$ cat src/ddim_pkg.sv
`default_nettype none

package ddim_pkg;

  // ---------------------------------------------------------------------------
  // register map
  // ---------------------------------------------------------------------------
  localparam int unsigned REG_AW         = 12;
  localparam logic [11:0] OFS_MODE_ZERO  = 12'h100;
  localparam logic [11:0] OFS_MODE_ONE   = 12'h124;
  localparam logic [11:0] OFS_RANK_BND0  = 12'h180;
  localparam logic [11:0] OFS_RANK_BND1  = 12'h181;
  localparam logic [11:0] OFS_RANK_BND2  = 12'h182;

  localparam int unsigned SCM_LSB        = 4;
  localparam int unsigned SCM_MSB        = 6;
  localparam int unsigned MTYPE_LSB      = 0;
  localparam int unsigned MTYPE_MSB      = 1;
  localparam int unsigned ENH_BIT        = 31;
  localparam logic [1:0]  MTYPE_DDR2     = 2'h2;
  localparam logic [2:0]  SCM_RST        = 3'h0;
  localparam logic [7:0]  RANK_BND_RST   = 8'h00;

  localparam logic [2:0]  SCM_NORMAL     = 3'h0;
  localparam logic [2:0]  SCM_NOP        = 3'h1;
  localparam logic [2:0]  SCM_PREALL     = 3'h2;
  localparam logic [2:0]  SCM_MRS        = 3'h3;
  localparam logic [2:0]  SCM_EMRS       = 3'h4;

  // ---------------------------------------------------------------------------
  // memory command encoding, {ras_n, cas_n, we_n}
  // ---------------------------------------------------------------------------
  localparam int unsigned MA_W           = 14;
  localparam int unsigned BA_W           = 2;
  localparam int unsigned AP_BIT         = 10;
  localparam logic [2:0]  PIN_NOP        = 3'h7;
  localparam logic [2:0]  PIN_PRE        = 3'h2;
  localparam logic [2:0]  PIN_MRS        = 3'h0;
  localparam logic [2:0]  PIN_SRE        = 3'h1;
  localparam logic [BA_W-1:0] BA_MR      = 2'h0;
  localparam logic [BA_W-1:0] BA_EMR1    = 2'h1;

  // host address bit that lands on memory address line 0
  localparam int unsigned STD_MA_LSB     = 3;
  localparam int unsigned ENH_MA_LSB     = 4;

  typedef enum {CMD_NOP, CMD_PREALL, CMD_MRS, CMD_EMRS, CMD_SRE} ddim_cmd_t;
  typedef enum {PW_RUN, PW_FLUSH, PW_SRE, PW_SR, PW_EXIT} ddim_pwr_t;

  // host address to {bank, memory address}
  function automatic logic [BA_W+MA_W-1:0] ddim_map_addr(input logic [31:0] addr, input logic enh);
    logic [31:0] shifted;
    shifted = enh ? (addr >> ENH_MA_LSB) : (addr >> STD_MA_LSB);
    return shifted[BA_W+MA_W-1:0];
  endfunction

endpackage

`default_nettype wire

$ cat src/ddim_cmd_if.sv
`timescale 1ns/1ps
`default_nettype none

interface ddim_cmd_if;
  logic                          valid;
  logic                          ready;
  ddim_pkg::ddim_cmd_t           cmd;
  logic [ddim_pkg::BA_W-1:0]     ba;
  logic [ddim_pkg::MA_W-1:0]     ma;

  modport source  (output valid, output cmd, output ba, output ma, input ready);
  modport issuer  (input valid, input cmd, input ba, input ma, output ready);
endinterface

`default_nettype wire

$ cat src/ddim_cmd_out.sv
`timescale 1ns/1ps
`default_nettype none

module ddim_cmd_out #(
  parameter int unsigned NUM_RANKS = 4,
  parameter int unsigned CMD_GAP   = 2
) (
  // clock and reset
  input  wire logic                        i_clk,
  input  wire logic                        i_reset_n,
  // command request
  ddim_cmd_if.issuer                       cmd,
  // memory command pins
  output logic [NUM_RANKS-1:0]             o_cs_n,
  output logic                             o_ras_n,
  output logic                             o_cas_n,
  output logic                             o_we_n,
  output logic [ddim_pkg::BA_W-1:0]        o_ba,
  output logic [ddim_pkg::MA_W-1:0]        o_ma
);

  logic [7:0] gap_q;
  logic       take;

  assign cmd.ready = (gap_q == 8'h00);
  assign take      = cmd.valid && cmd.ready;

  // spacing between two commands
  always_ff @(posedge i_clk or negedge i_reset_n)
  begin
    if (!i_reset_n)
      gap_q <= 8'h00;
    else if (take)
      gap_q <= 8'(CMD_GAP - 1);
    else if (gap_q != 8'h00)
      gap_q <= gap_q - 8'h01;
  end

  // one command cycle on all ranks, deselect otherwise
  always_ff @(posedge i_clk or negedge i_reset_n)
  begin
    if (!i_reset_n)
    begin
      o_cs_n                     <= '1;
      {o_ras_n, o_cas_n, o_we_n} <= ddim_pkg::PIN_NOP;
      o_ba                       <= '0;
      o_ma                       <= '0;
    end
    else if (take)
    begin
      o_cs_n <= '0;
      o_ba   <= cmd.ba;
      o_ma   <= cmd.ma;
      unique case (cmd.cmd)
        ddim_pkg::CMD_NOP:    {o_ras_n, o_cas_n, o_we_n} <= ddim_pkg::PIN_NOP;
        ddim_pkg::CMD_PREALL: {o_ras_n, o_cas_n, o_we_n} <= ddim_pkg::PIN_PRE;
        ddim_pkg::CMD_MRS,
        ddim_pkg::CMD_EMRS:   {o_ras_n, o_cas_n, o_we_n} <= ddim_pkg::PIN_MRS;
        ddim_pkg::CMD_SRE:    {o_ras_n, o_cas_n, o_we_n} <= ddim_pkg::PIN_SRE;
      endcase
    end
    else
    begin
      o_cs_n                     <= '1;
      {o_ras_n, o_cas_n, o_we_n} <= ddim_pkg::PIN_NOP;
    end
  end

endmodule // ddim_cmd_out

`default_nettype wire

$ cat src/ddim_wait_timer.sv
`timescale 1ns/1ps
`default_nettype none

module ddim_wait_timer #(
  parameter int unsigned W = 16
) (
  // clock and reset
  input  wire logic          i_clk,
  input  wire logic          i_reset_n,
  // control
  input  wire logic          i_load,
  input  wire logic [W-1:0]  i_count,
  output logic               o_busy
);

  logic [W-1:0] cnt_q;

  always_ff @(posedge i_clk or negedge i_reset_n)
  begin
    if (!i_reset_n)
      cnt_q <= '0;
    else if (i_load)
      cnt_q <= i_count;
    else if (cnt_q != '0)
      cnt_q <= cnt_q - W'(1);
  end

  assign o_busy = (cnt_q != '0);

endmodule // ddim_wait_timer

`default_nettype wire

$ cat src/ddim_ctrl.sv
// Operation
// RQ1: special command mode field clears to zero on leaving any reset.
// RQ2: while reset is active every CKE output is held low.
// RQ3: CKE stays low after reset until a nonzero mode is written, then rises.
// RQ4: suspend request flushes pending commands, then puts all ranks in self-refresh.
// RQ5: resume is a reset: mode clears, CKE low until nonzero mode write.
// RQ6: other low-power entry flushes pending commands and enters self-refresh.
// RQ7: leaving other low-power states exits self-refresh without software.
// RQ8: mode 001 turns each host memory cycle into a NOP command.
// RQ9: mode 010 turns each host memory cycle into precharge all banks.
// RQ10: mode 011 turns each host memory cycle into a mode register set.
// RQ11: mode 100 turns each host memory cycle into an extended mode register set.
// RQ12: host address bits map onto memory address lines to form the command.
// RQ13: read-only memory type field at bits 1:0 reads 10 for DDR2.
// RQ14: bit 31 of mode-one register selects standard or enhanced address map.
// RQ15: software steps NOP, precharge, mode programming, one access each, then normal.
`timescale 1ns/1ps
`default_nettype none

module ddim_ctrl #(
  parameter int unsigned NUM_RANKS     = 4,
  parameter int unsigned CMD_GAP       = 2,
  parameter int unsigned EXIT_WAIT_CYC = 200
) (
  // clock and reset
  input  wire logic                        i_clk,
  input  wire logic                        i_reset_n,
  // register port
  input  wire logic [ddim_pkg::REG_AW-1:0] i_reg_addr,
  input  wire logic                        i_reg_wr,
  input  wire logic                        i_reg_rd,
  input  wire logic [31:0]                 i_reg_wdata,
  output logic [31:0]                      o_reg_rdata,
  // host memory cycles
  input  wire logic                        i_host_req,
  input  wire logic [31:0]                 i_host_addr,
  output logic                             o_host_ack,
  output logic                             o_norm_req,
  input  wire logic                        i_norm_idle,
  output logic                             o_enh_map,
  // power management
  input  wire logic                        i_suspend_req,
  input  wire logic                        i_lowpwr_req,
  output logic                             o_self_refresh,
  // memory pins
  output logic [NUM_RANKS-1:0]             o_cke,
  output logic [NUM_RANKS-1:0]             o_cs_n,
  output logic                             o_ras_n,
  output logic                             o_cas_n,
  output logic                             o_we_n,
  output logic [ddim_pkg::BA_W-1:0]        o_ba,
  output logic [ddim_pkg::MA_W-1:0]        o_ma
);

  // ---------------------------------------------------------------------------
  // declarations
  // ---------------------------------------------------------------------------
  ddim_cmd_if cmd_if ();

  ddim_pkg::ddim_pwr_t                   pwr_q;
  ddim_pkg::ddim_pwr_t                   pwr_d;
  logic [2:0]                            scm_q;
  logic                                  cke_en_q;
  logic                                  enh_q;
  logic                                  susp_q;
  logic [7:0]                            rank_bnd0_q;
  logic [7:0]                            rank_bnd1_q;
  logic [7:0]                            rank_bnd2_q;
  logic [NUM_RANKS-1:0]                  cke_q;
  logic                                  sr_q;
  logic [31:0]                           rdata_q;
  logic                                  wr_mode0;
  logic                                  wr_nonzero;
  logic                                  special;
  logic                                  exit_go;
  logic                                  tmr_busy;
  logic                                  take;
  logic                                  cke_on;
  logic [ddim_pkg::BA_W+ddim_pkg::MA_W-1:0] mapped;
  logic [ddim_pkg::BA_W-1:0]             map_ba;
  logic [ddim_pkg::MA_W-1:0]             map_ma;
  logic [31:0]                           rd_word;

  assign wr_mode0   = i_reg_wr && (i_reg_addr == ddim_pkg::OFS_MODE_ZERO);
  assign wr_nonzero = wr_mode0 && (i_reg_wdata[ddim_pkg::SCM_MSB:ddim_pkg::SCM_LSB] != ddim_pkg::SCM_NORMAL);
  assign special    = (scm_q == ddim_pkg::SCM_NOP) || (scm_q == ddim_pkg::SCM_PREALL)
                   || (scm_q == ddim_pkg::SCM_MRS) || (scm_q == ddim_pkg::SCM_EMRS);
  assign take       = cmd_if.valid && cmd_if.ready;

  // ---------------------------------------------------------------------------
  // registers
  // ---------------------------------------------------------------------------
  always_ff @(posedge i_clk or negedge i_reset_n)
  begin
    if (!i_reset_n)
      scm_q <= ddim_pkg::SCM_RST; // [RQ1] [RQ5]
    else if (wr_mode0)
      scm_q <= i_reg_wdata[ddim_pkg::SCM_MSB:ddim_pkg::SCM_LSB];
  end

  always_ff @(posedge i_clk or negedge i_reset_n)
  begin
    if (!i_reset_n)
      enh_q <= 1'b0;
    else if (i_reg_wr && (i_reg_addr == ddim_pkg::OFS_MODE_ONE))
      enh_q <= i_reg_wdata[ddim_pkg::ENH_BIT]; // [RQ14]
  end

  always_ff @(posedge i_clk or negedge i_reset_n)
  begin
    if (!i_reset_n)
    begin
      rank_bnd0_q <= ddim_pkg::RANK_BND_RST;
      rank_bnd1_q <= ddim_pkg::RANK_BND_RST;
      rank_bnd2_q <= ddim_pkg::RANK_BND_RST;
    end
    else if (i_reg_wr)
    begin
      if (i_reg_addr == ddim_pkg::OFS_RANK_BND0)
        rank_bnd0_q <= i_reg_wdata[7:0];
      if (i_reg_addr == ddim_pkg::OFS_RANK_BND1)
        rank_bnd1_q <= i_reg_wdata[7:0];
      if (i_reg_addr == ddim_pkg::OFS_RANK_BND2)
        rank_bnd2_q <= i_reg_wdata[7:0];
    end
  end

  // read data, unmapped offsets and reserved bits read zero
  always_comb
  begin
    rd_word = '0;
    unique case (i_reg_addr)
      ddim_pkg::OFS_MODE_ZERO:
      begin
        rd_word[ddim_pkg::SCM_MSB:ddim_pkg::SCM_LSB]     = scm_q;
        rd_word[ddim_pkg::MTYPE_MSB:ddim_pkg::MTYPE_LSB] = ddim_pkg::MTYPE_DDR2; // [RQ13]
      end
      ddim_pkg::OFS_MODE_ONE:  rd_word[ddim_pkg::ENH_BIT] = enh_q;
      ddim_pkg::OFS_RANK_BND0: rd_word[7:0] = rank_bnd0_q;
      ddim_pkg::OFS_RANK_BND1: rd_word[7:0] = rank_bnd1_q;
      ddim_pkg::OFS_RANK_BND2: rd_word[7:0] = rank_bnd2_q;
      default:                 rd_word = '0;
    endcase
  end

  always_ff @(posedge i_clk or negedge i_reset_n)
  begin
    if (!i_reset_n)
      rdata_q <= '0;
    else if (i_reg_rd)
      rdata_q <= rd_word;
  end

  assign o_reg_rdata = rdata_q;
  assign o_enh_map   = enh_q;

  // ---------------------------------------------------------------------------
  // power sequencing
  // ---------------------------------------------------------------------------
  // suspend is only left through reset
  always_ff @(posedge i_clk or negedge i_reset_n)
  begin
    if (!i_reset_n)
      susp_q <= 1'b0;
    else if (i_suspend_req)
      susp_q <= 1'b1; // [RQ5]
  end

  assign exit_go = (pwr_q == ddim_pkg::PW_SR) && !susp_q && !i_lowpwr_req;

  always_comb
  begin
    pwr_d = pwr_q;
    unique case (pwr_q)
      ddim_pkg::PW_RUN:
        if (i_suspend_req || i_lowpwr_req)
          pwr_d = ddim_pkg::PW_FLUSH; // [RQ4] [RQ6]
      ddim_pkg::PW_FLUSH:
        if (cmd_if.ready && i_norm_idle)
          pwr_d = ddim_pkg::PW_SRE; // [RQ4] [RQ6]
      ddim_pkg::PW_SRE:
        if (!cke_en_q || take)
          pwr_d = ddim_pkg::PW_SR;
      ddim_pkg::PW_SR:
        if (exit_go)
          pwr_d = ddim_pkg::PW_EXIT; // [RQ7]
      ddim_pkg::PW_EXIT:
        if (!tmr_busy)
          pwr_d = ddim_pkg::PW_RUN; // [RQ7]
    endcase
  end

  always_ff @(posedge i_clk or negedge i_reset_n)
  begin
    if (!i_reset_n)
      pwr_q <= ddim_pkg::PW_RUN;
    else
      pwr_q <= pwr_d;
  end

  ddim_wait_timer #(
    .W        (16)
  ) u_exit_timer (
    .i_clk     (i_clk),
    .i_reset_n (i_reset_n),
    .i_load    (exit_go),
    .i_count   (16'(EXIT_WAIT_CYC)),
    .o_busy    (tmr_busy)
  );

  always_ff @(posedge i_clk or negedge i_reset_n)
  begin
    if (!i_reset_n)
      sr_q <= 1'b0;
    else
      sr_q <= (pwr_d == ddim_pkg::PW_SR);
  end

  assign o_self_refresh = sr_q;

  // ---------------------------------------------------------------------------
  // clock enable
  // ---------------------------------------------------------------------------
  always_ff @(posedge i_clk or negedge i_reset_n)
  begin
    if (!i_reset_n)
      cke_en_q <= 1'b0; // [RQ3] [RQ5]
    else if (wr_nonzero)
      cke_en_q <= 1'b1; // [RQ3]
  end

  // low through self-refresh, dropped together with the entry command
  assign cke_on = (cke_en_q || wr_nonzero) && (pwr_q != ddim_pkg::PW_SR)
               && !((pwr_q == ddim_pkg::PW_SRE) && take);

  always_ff @(posedge i_clk or negedge i_reset_n)
  begin
    if (!i_reset_n)
      cke_q <= '0; // [RQ2]
    else
      cke_q <= {NUM_RANKS{cke_on}}; // [RQ3] [RQ7]
  end

  assign o_cke = cke_q;

  // ---------------------------------------------------------------------------
  // host cycle conversion
  // ---------------------------------------------------------------------------
  assign mapped = ddim_pkg::ddim_map_addr(i_host_addr, enh_q); // [RQ12]
  assign map_ma = mapped[ddim_pkg::MA_W-1:0];
  assign map_ba = mapped[ddim_pkg::BA_W+ddim_pkg::MA_W-1:ddim_pkg::MA_W];

  always_comb
  begin
    cmd_if.valid = 1'b0;
    cmd_if.cmd   = ddim_pkg::CMD_NOP;
    cmd_if.ba    = '0;
    cmd_if.ma    = '0;
    o_host_ack   = 1'b0;
    o_norm_req   = 1'b0;
    unique case (pwr_q)
      ddim_pkg::PW_RUN:
        if (i_host_req && special)
        begin
          cmd_if.valid = 1'b1;
          o_host_ack   = cmd_if.ready;
          unique case (scm_q)
            ddim_pkg::SCM_NOP:
              cmd_if.cmd = ddim_pkg::CMD_NOP; // [RQ8]
            ddim_pkg::SCM_PREALL:
            begin
              cmd_if.cmd                  = ddim_pkg::CMD_PREALL; // [RQ9]
              cmd_if.ma[ddim_pkg::AP_BIT] = 1'b1;
            end
            ddim_pkg::SCM_MRS:
            begin
              cmd_if.cmd = ddim_pkg::CMD_MRS; // [RQ10]
              cmd_if.ba  = ddim_pkg::BA_MR;
              cmd_if.ma  = map_ma; // [RQ12]
            end
            default:
            begin
              cmd_if.cmd = ddim_pkg::CMD_EMRS; // [RQ11]
              cmd_if.ba  = (map_ba == ddim_pkg::BA_MR) ? ddim_pkg::BA_EMR1 : map_ba;
              cmd_if.ma  = map_ma; // [RQ12]
            end
          endcase
        end
        else
          o_norm_req = i_host_req;
      ddim_pkg::PW_SRE:
      begin
        cmd_if.valid = cke_en_q; // [RQ4] [RQ6]
        cmd_if.cmd   = ddim_pkg::CMD_SRE;
      end
      ddim_pkg::PW_FLUSH,
      ddim_pkg::PW_SR,
      ddim_pkg::PW_EXIT:
        cmd_if.valid = 1'b0;
    endcase
  end

  ddim_cmd_out #(
    .NUM_RANKS (NUM_RANKS),
    .CMD_GAP   (CMD_GAP)
  ) u_cmd_out (
    .i_clk     (i_clk),
    .i_reset_n (i_reset_n),
    .cmd       (cmd_if.issuer),
    .o_cs_n    (o_cs_n),
    .o_ras_n   (o_ras_n),
    .o_cas_n   (o_cas_n),
    .o_we_n    (o_we_n),
    .o_ba      (o_ba),
    .o_ma      (o_ma)
  );

  // ---------------------------------------------------------------------------
  // checks
  // ---------------------------------------------------------------------------
  logic first_q;

  always_ff @(posedge i_clk or negedge i_reset_n)
  begin
    if (!i_reset_n)
      first_q <= 1'b1;
    else
      first_q <= 1'b0;
  end
endmodule // ddim_ctrl

`default_nettype wire

$ cat config.mk
export PLATFORM = sky130hd
export DESIGN_NAME = ddim_ctrl
export DESIGN_NICKNAME = d
export VERILOG_FILES = /design/src/ddim_pkg.sv /design/src/ddim_cmd_if.sv /design/src/ddim_cmd_out.sv /design/src/ddim_wait_timer.sv /design/src/ddim_ctrl.sv
export SDC_FILE = /design/constraint.sdc
export NUM_CORES = 1
export LEC_CHECK = 0
export ABC_AREA = 1
export BUFFER_PORTS_ARGS = -buffer_cell sky130_fd_sc_hd__clkbuf_2
export CELL_PAD_IN_SITES_DETAIL_PLACEMENT = 1
export CELL_PAD_IN_SITES_GLOBAL_PLACEMENT = 1
export CORE_ASPECT_RATIO = 0.7
export CORE_MARGIN = 2
export CORE_UTILIZATION = 40
export CTS_CLUSTER_SIZE = 10
export DETAILED_ROUTE_END_ITERATION = 8
export PLACE_DENSITY = 0.78
export SLEW_MARGIN = 15
export SYNTH_ARGS = -nofsm -noshare
export SYNTH_HDL_FRONTEND = slang
export SYNTH_SLANG_ARGS = --single-unit
$ cat constraint.sdc
create_clock -name i_clk -period 2.18 [get_ports i_clk]
set_input_delay 0.109 -clock i_clk [delete_from_list [all_inputs] [get_ports i_clk]]
set_output_delay 0.109 -clock i_clk [all_outputs]
set_load 0.005 [all_outputs]
## Word-level counts from Yosys, hierarchy flattened

Cells that the tools add are included.

| word-level totals | value |
|---|---|
| memories kept | 0 |
| output and inout port bits | 63 |
| bits in latches | 0 |
| bits in registers | 120 |
| memory bits (writable) | 0 |
| memory bits (read-only) | 0 |

| cells by class | value |
|---|---|
| mux-type cells | 41 |
| equality and inequality tests | 21 |
| bitwise gates (word level) | 0 |
| shift-type cells | 0 |
| $mul | 0 |
| reduce and logical (&&, ||, !) cells | 41 |
| add/sub/neg operators | 2 |
| div/mod/pow operators | 0 |
| order comparisons | 0 |

Operator list:

| operator | number |
|---|---|
| $mux 32 | 5 |
| $pmux 32 s5 | 1 |
| $eq 32x3->1 const B | 4 |
| $eq 32x2->1 const B | 2 |
| $logic_not 32->1 | 2 |
| $eq 12x9->1 const B | 5 |
| $mux 16 | 3 |
| $eq 32x1->1 const B | 1 |
| $ne 32x3->1 const B | 1 |
| $mux 14 | 2 |
| $mux 8 | 2 |
| $reduce_bool 16->1 | 1 |
| $sub 16x1->16 const B | 1 |
| $eq 3x2->1 const B | 4 |
| $pmux 2 s3 | 2 |
| $pmux 3 s4 | 1 |
| $reduce_or 3->1 | 4 |
| $logic_and 1x1->1 | 11 |
| $mux 10 | 1 |
| $mux 2 | 5 |
| $mux 1 | 9 |
| $logic_not 8->1 | 1 |
| $pmux 1 s2 | 4 |
| $pmux 2 s4 | 1 |
| other kinds (16) | 32 |

## Logic depth before layout (Yosys ltp)

| depth | value |
|---|---|
| word-level depth | 12 |
| gate-level depth with buffers | 14 |
| depth with buffers taken out | 14 |

## Cells and area by module

From an unflattened synthesis, not the netlist that was laid out.

| unflattened totals | value |
|---|---|
| cells, all modules | 850 |
| area total of the unflattened synthesis | 6496.2 um^2 |

By module, submodules not included:

| module | area each (um^2) | seq. area each (um^2) | times used | cells each |
|---|---|---|---|---|
| ddim_ctrl | 3982.6 | 1826.8 | 1 | 508 |
| ddim_cmd_out | 1380.1 | 705.7 | 1 | 177 |
| ddim_wait_timer | 1133.6 | 400.4 | 1 | 165 |

## Worst setup path after synthesis

Ideal clock, no wire load.

| timing path | value |
|---|---|
| path type | flip-flop to flip-flop |
| start point | register u_exit_timer.cnt_q[0] |
| end point | register u_exit_timer.cnt_q[15] |
| buffers on the path | 0 |
| data arrival time | 1624 ps |
| cell stages (with the launch flop) | 15 |
| slack | 441 ps |
| cell sequence | dfrtp_1 inv_1 ha_1 nand2_1 nor2_1 nand3b_2 nand3_2 nor2_2 nand2_2 nor2_1 nand2_1 nor2_1 nand2_1 nand3_1 inv_1 |

| between the ends | value |
|---|---|
| word-level cells in the longest chain between the ends | 3 |
| elaborated cells between the ends (all ways) | 5 |
| those cells by class | add/sub: 1; mux: 2; reduce/logical: 2 |

RTL lines:

| what | RTL line | source |
|---|---|---|
| from (decl) | ddim_wait_timer.sv:16 | `logic [W-1:0] cnt_q;` |
| from (signal assigned) | ddim_wait_timer.sv:23 | `cnt_q <= i_count;` |
| from (signal assigned) | ddim_wait_timer.sv:25 | `cnt_q <= cnt_q - W'(1);` |
| $sub 16x1->16 | ddim_wait_timer.sv:25 |  |
| $mux 16 | ddim_wait_timer.sv:24 | `else if (cnt_q != '0)` |
| $mux 16 | ddim_wait_timer.sv:22 | `else if (i_load)` |

Several ways; a longest one is shown, not always the timed one. The select of a mux whose other input is x is not followed.
A chain may end at the register's enable or synchronous reset.

## Worst setup path after layout

| timing path | value |
|---|---|
| start point | register pwr_q[31] |
| end point | output o_norm_req |

| between the ends | value |
|---|---|
| word-level cells in the longest chain between the ends | 2 |

RTL lines:

| what | RTL line | source |
|---|---|---|
| from (decl) | ddim_ctrl.sv:60 | `ddim_pkg::ddim_pwr_t pwr_q;` |
| from (signal assigned) | ddim_ctrl.sv:196 | `pwr_q <= ddim_pkg::PW_RUN;` |
| from (signal assigned) | ddim_ctrl.sv:198 | `pwr_q <= pwr_d;` |
| $logic_not 32->1 | ddim_ctrl.sv:261 | `unique case (pwr_q)` |
| $mux 1 | ddim_ctrl.sv:261 |  |
| to (decl) | ddim_ctrl.sv:38 | `output logic o_norm_req,` |

Every way passes these cells.

==> impl_metrics.ini <==
[logic_synthesis]
netlist.area_leader.share = 0.4654
ys.flop_type = dfrtp_1
async_reset_ff_frac = 1.000
synth_common_cells = nand2_1 (130), dfrtp_1 (113), inv_1 (107)
yosysSeqAreaShare = 0.4827
synth_top_cell_by_area = dfrtp_1
netlist_top_cells_area = dfrtp_1 (47%), nand2_1 (8.0%), inv_1 (6.6%)
synth_cell_types = 56
yosysMostFrequentCell = nand2_1
ys_ff_latch = 117
synth-edff-count = 0
yosysWarnings = 0
avgSynthCellArea_um2 = 8.510
syn_inst = 714
netlist_area_mm2 = 0.006076

[flow_run]
max-cap-violations = 0

[routing]
routed_wl_um = 16140
remaining_drc_errors = 0
wl_per_cell_um = 15.65
via_count = 5142
ant_nets = 0
via_per_inst = 4.987
drtIter0Drc = 220
firstDrtPassIters = 4

[clock_network]
cts_tree = built
root_buffer = clkbuf_16
clkLatencyLatePin_ns = 0.42
cts_sinks = 117
h-tree-depth = 4
cts.clk_slew.worst_paths_ns = 0.06
clockBufferDepth = 2
cts_inserted_buffers = 17

[grt]
overflow = 0
grt_max_degree = 49
antenna_found_initial = 0
grt_pass1_wl_um = 26500
grt_usage = 0.2097
grt_pass1_vias = 5478

[finish]
num_antenna_cells = 0
fin_cells = 1031
area_growth_pct = 21.79
fillers = 1789
final_nets = 909
drive_gt1_frac = 0.2500
utilization = 0.5011

[timing]
fmax_mhz = 480.8
finalHoldViolations = 0
fin_tns_setup_ns = 0
slew-limit-headroom = 0.6231
timing.final.crit_share = 0.9541
finalCriticalPeriod_ns = 2.080
layout_setup_ws_ns = 0.1000
max_slew.worst_pin.slew_ns = 0.5640
hold_ws_ns = 0.03759
finalClockSkew_ns = 0.007742
slew_viol_final = 0
finalSetupViolCount = 0

[die]
core_area_mm2 = 0.01477
die_area_mm2 = 0.01621
io_pins = 147
die_h_um = 107.1
die_width_um = 151.3
rows = 37
start_util = 0.4114

[setup_path]
cpLargestDelayFamily = simple AND/OR/NAND/NOR gates
critical_path_required_ns = 2.07
worstPathCellList = nor2_1 -> nand2_1 -> nor2_2 -> nand2_4 -> nor3_4 -> and3_4 -> nand2_1 -> nor2_1 -> clkbuf_2
slowest_delay_ns = 0.38
criticalPathCategory = reg2out
cp_max_fo = 5
cp-end-kind = output pin
worst-path-buf-inv = 1
cp.arrival_ns = 1.97
crit_slowest_cell = dfrtp_1
critPathLaunchType = register

[min_path]
hold_path_class = in2reg

[run_status]
status = finished, final reports clean

[placed_design]
gp_congestion = 0.8488
portBuffers = 85
place_ws_ns = 0.07071
dp.cells = 984
dp_hpwl_um = 11340

[pwr]
power_density_mw_per_mm2 = 899.2
p_leak_nw = 3.720
vdd_ir_drop_max_v = 0.0005223
## per-layer routing
layer / routed length, um / GRT usage / vias to the layer above
met3: 579 / 0.05532 / 24
li1: - / - / 2466
met2: 7966 / 0.3523 / 88
met1: 7357 / 0.2622 / 2564
met5: 0 / 0 / -
met4: 233 / 0.07009 / 0
## per-stage QoR
stage	total power, mW	instance area (um^2)
6_report	6.653	7400
5_1_grt	7.006	7400
4_1_cts	6.690	7346
3_5_place_dp	3.677	6616
3_3_place_gp	3.596	6616
2_1_floorplan	3.351	6158
## placed cells by master, fill, tap and decap left out, types with 4 or more instances in the layout
| master | n |
|---|---|
| nand2_1 | 129 |
| dfrtp_1 | 113 |
| inv_1 | 107 |
| clkbuf_2 | 84 |
| nor2_1 | 76 |
| o21ai_0 | 47 |
| nand3_1 | 33 |
| conb_1 | 23 |
| o21ai_1 | 21 |
| buf_4 | 20 |
| clkbuf_16 | 17 |
| nor2_2 | 12 |
| o31ai_2 | 11 |
| nand4_1 | 10 |
| a21oi_1 | 10 |
| nor3_1 | 8 |
| dlygate4sd3_1 | 8 |
| inv_2 | 7 |
| nand2_2 | 7 |
| clkinv_4 | 6 |
| o31ai_1 | 5 |
| xor2_1 | 5 |
| nor4_1 | 4 |
| mux2_2 | 4 |
| a32o_1 | 4 |
| a41oi_1 | 4 |
| inv_6 | 4 |
| dfstp_2 | 4 |
## registers in the layout, indices dropped and copies added (netlist names)
| signal | cells |
|---|---|
| u_cmd_out.o_we_n | 1 |
| pwr_q | 32 |
| o_enh_map | 1 |
| scm_q | 3 |
| cke_en_q | 1 |
| u_cmd_out.o_cs_n | 1 |
| o_self_refresh | 1 |
| rank_bnd1_q | 8 |
| u_cmd_out.o_ba | 2 |
| u_cmd_out.o_cas_n | 1 |
| o_cke | 1 |
| u_cmd_out.gap_q | 8 |
| rank_bnd2_q | 8 |
| susp_q | 1 |
| u_cmd_out.o_ma | 14 |
| o_reg_rdata | 9 |
| rank_bnd0_q | 8 |
| u_exit_timer.cnt_q | 16 |
| u_cmd_out.o_ras_n | 1 |
## kinds of logic (layout without fill, tap and decap cells)
group,count (synthesis),after routing,synth area share
buf+inv,160,260,0.1244
other cells,1,23,0.0006172
mux,7,7,0.01236
fa+ha+maj,2,2,0.004118
simple gates,307,307,0.2453
xor+xnor,7,7,0.01009
flops,117,117,0.4827
compound gates,113,113,0.1205
## cell type report
| class | count | area (um^2) | share of cell area |
|---|---|---|---|
| flip-flops and latches | 117 | 2933 | 0.3963 |
| multi-input cells | 459 | 2499 | 0.3377 |
| repair buffers | 113 | 670.6 | 0.09063 |
| clock inverters | 15 | 196.4 | 0.02655 |
| clock buffers | 17 | 425.4 | 0.05749 |
| inverters | 115 | 431.7 | 0.05834 |
| well taps | 195 | 244.0 | 0.03297 |
## tightest hold or removal path, delay by kind of cell
kind	cells	cell delay, ns
buffers and inverters	2	0.22
AO/OA/AOI/OAI	1	0.09
## report_power, final
group | internal [mW] | switching [mW] | total [mW] | leakage [nW]
Sequential | 2.36 | 0.190 | 2.55 | 1.55
Combinational | 0.433 | 0.730 | 1.16 | 1.86
Clock | 1.83 | 1.12 | 2.94 | 0.301
## path summary, 6_finish.rpt
path                                startpoint                            end  slack, ns  cells after the start
setup / recovery           pwr_q[31]$_DFF_PN0_                     o_norm_req       0.10                      9
hold / removal                  i_reg_wdata[4]     rank_bnd1_q[4]$_DFFE_PN0P_       0.04                      3
setup reg to reg           pwr_q[31]$_DFF_PN0_  u_cmd_out.o_ma[3]$_DFFE_PN0N_       0.15                      9
hold reg to reg             susp_q$_DFFE_PN0P_             susp_q$_DFFE_PN0P_       0.48                      1
max in group asynchronous            i_reset_n    u_cmd_out.o_cas_n$_DFF_PN1_       1.35                      3
min in group asynchronous            i_reset_n             pwr_q[7]$_DFF_PN0_       0.15                      2
## timing repair
| action | 4_1_cts | 5_1_grt |
|---|---|---|
| endpoints found under the hold margin | 89 | 0 |
| endpoints found under the setup margin | 2 | 14 |
| hold buffers | 8 | 0 |
| gates resized for setup | 1 | 5 |
| pin swaps | 2 | 4 |
| buffers inserted | 3 | 4 |
No activity file was read; power rests on OpenSTA's default activity.
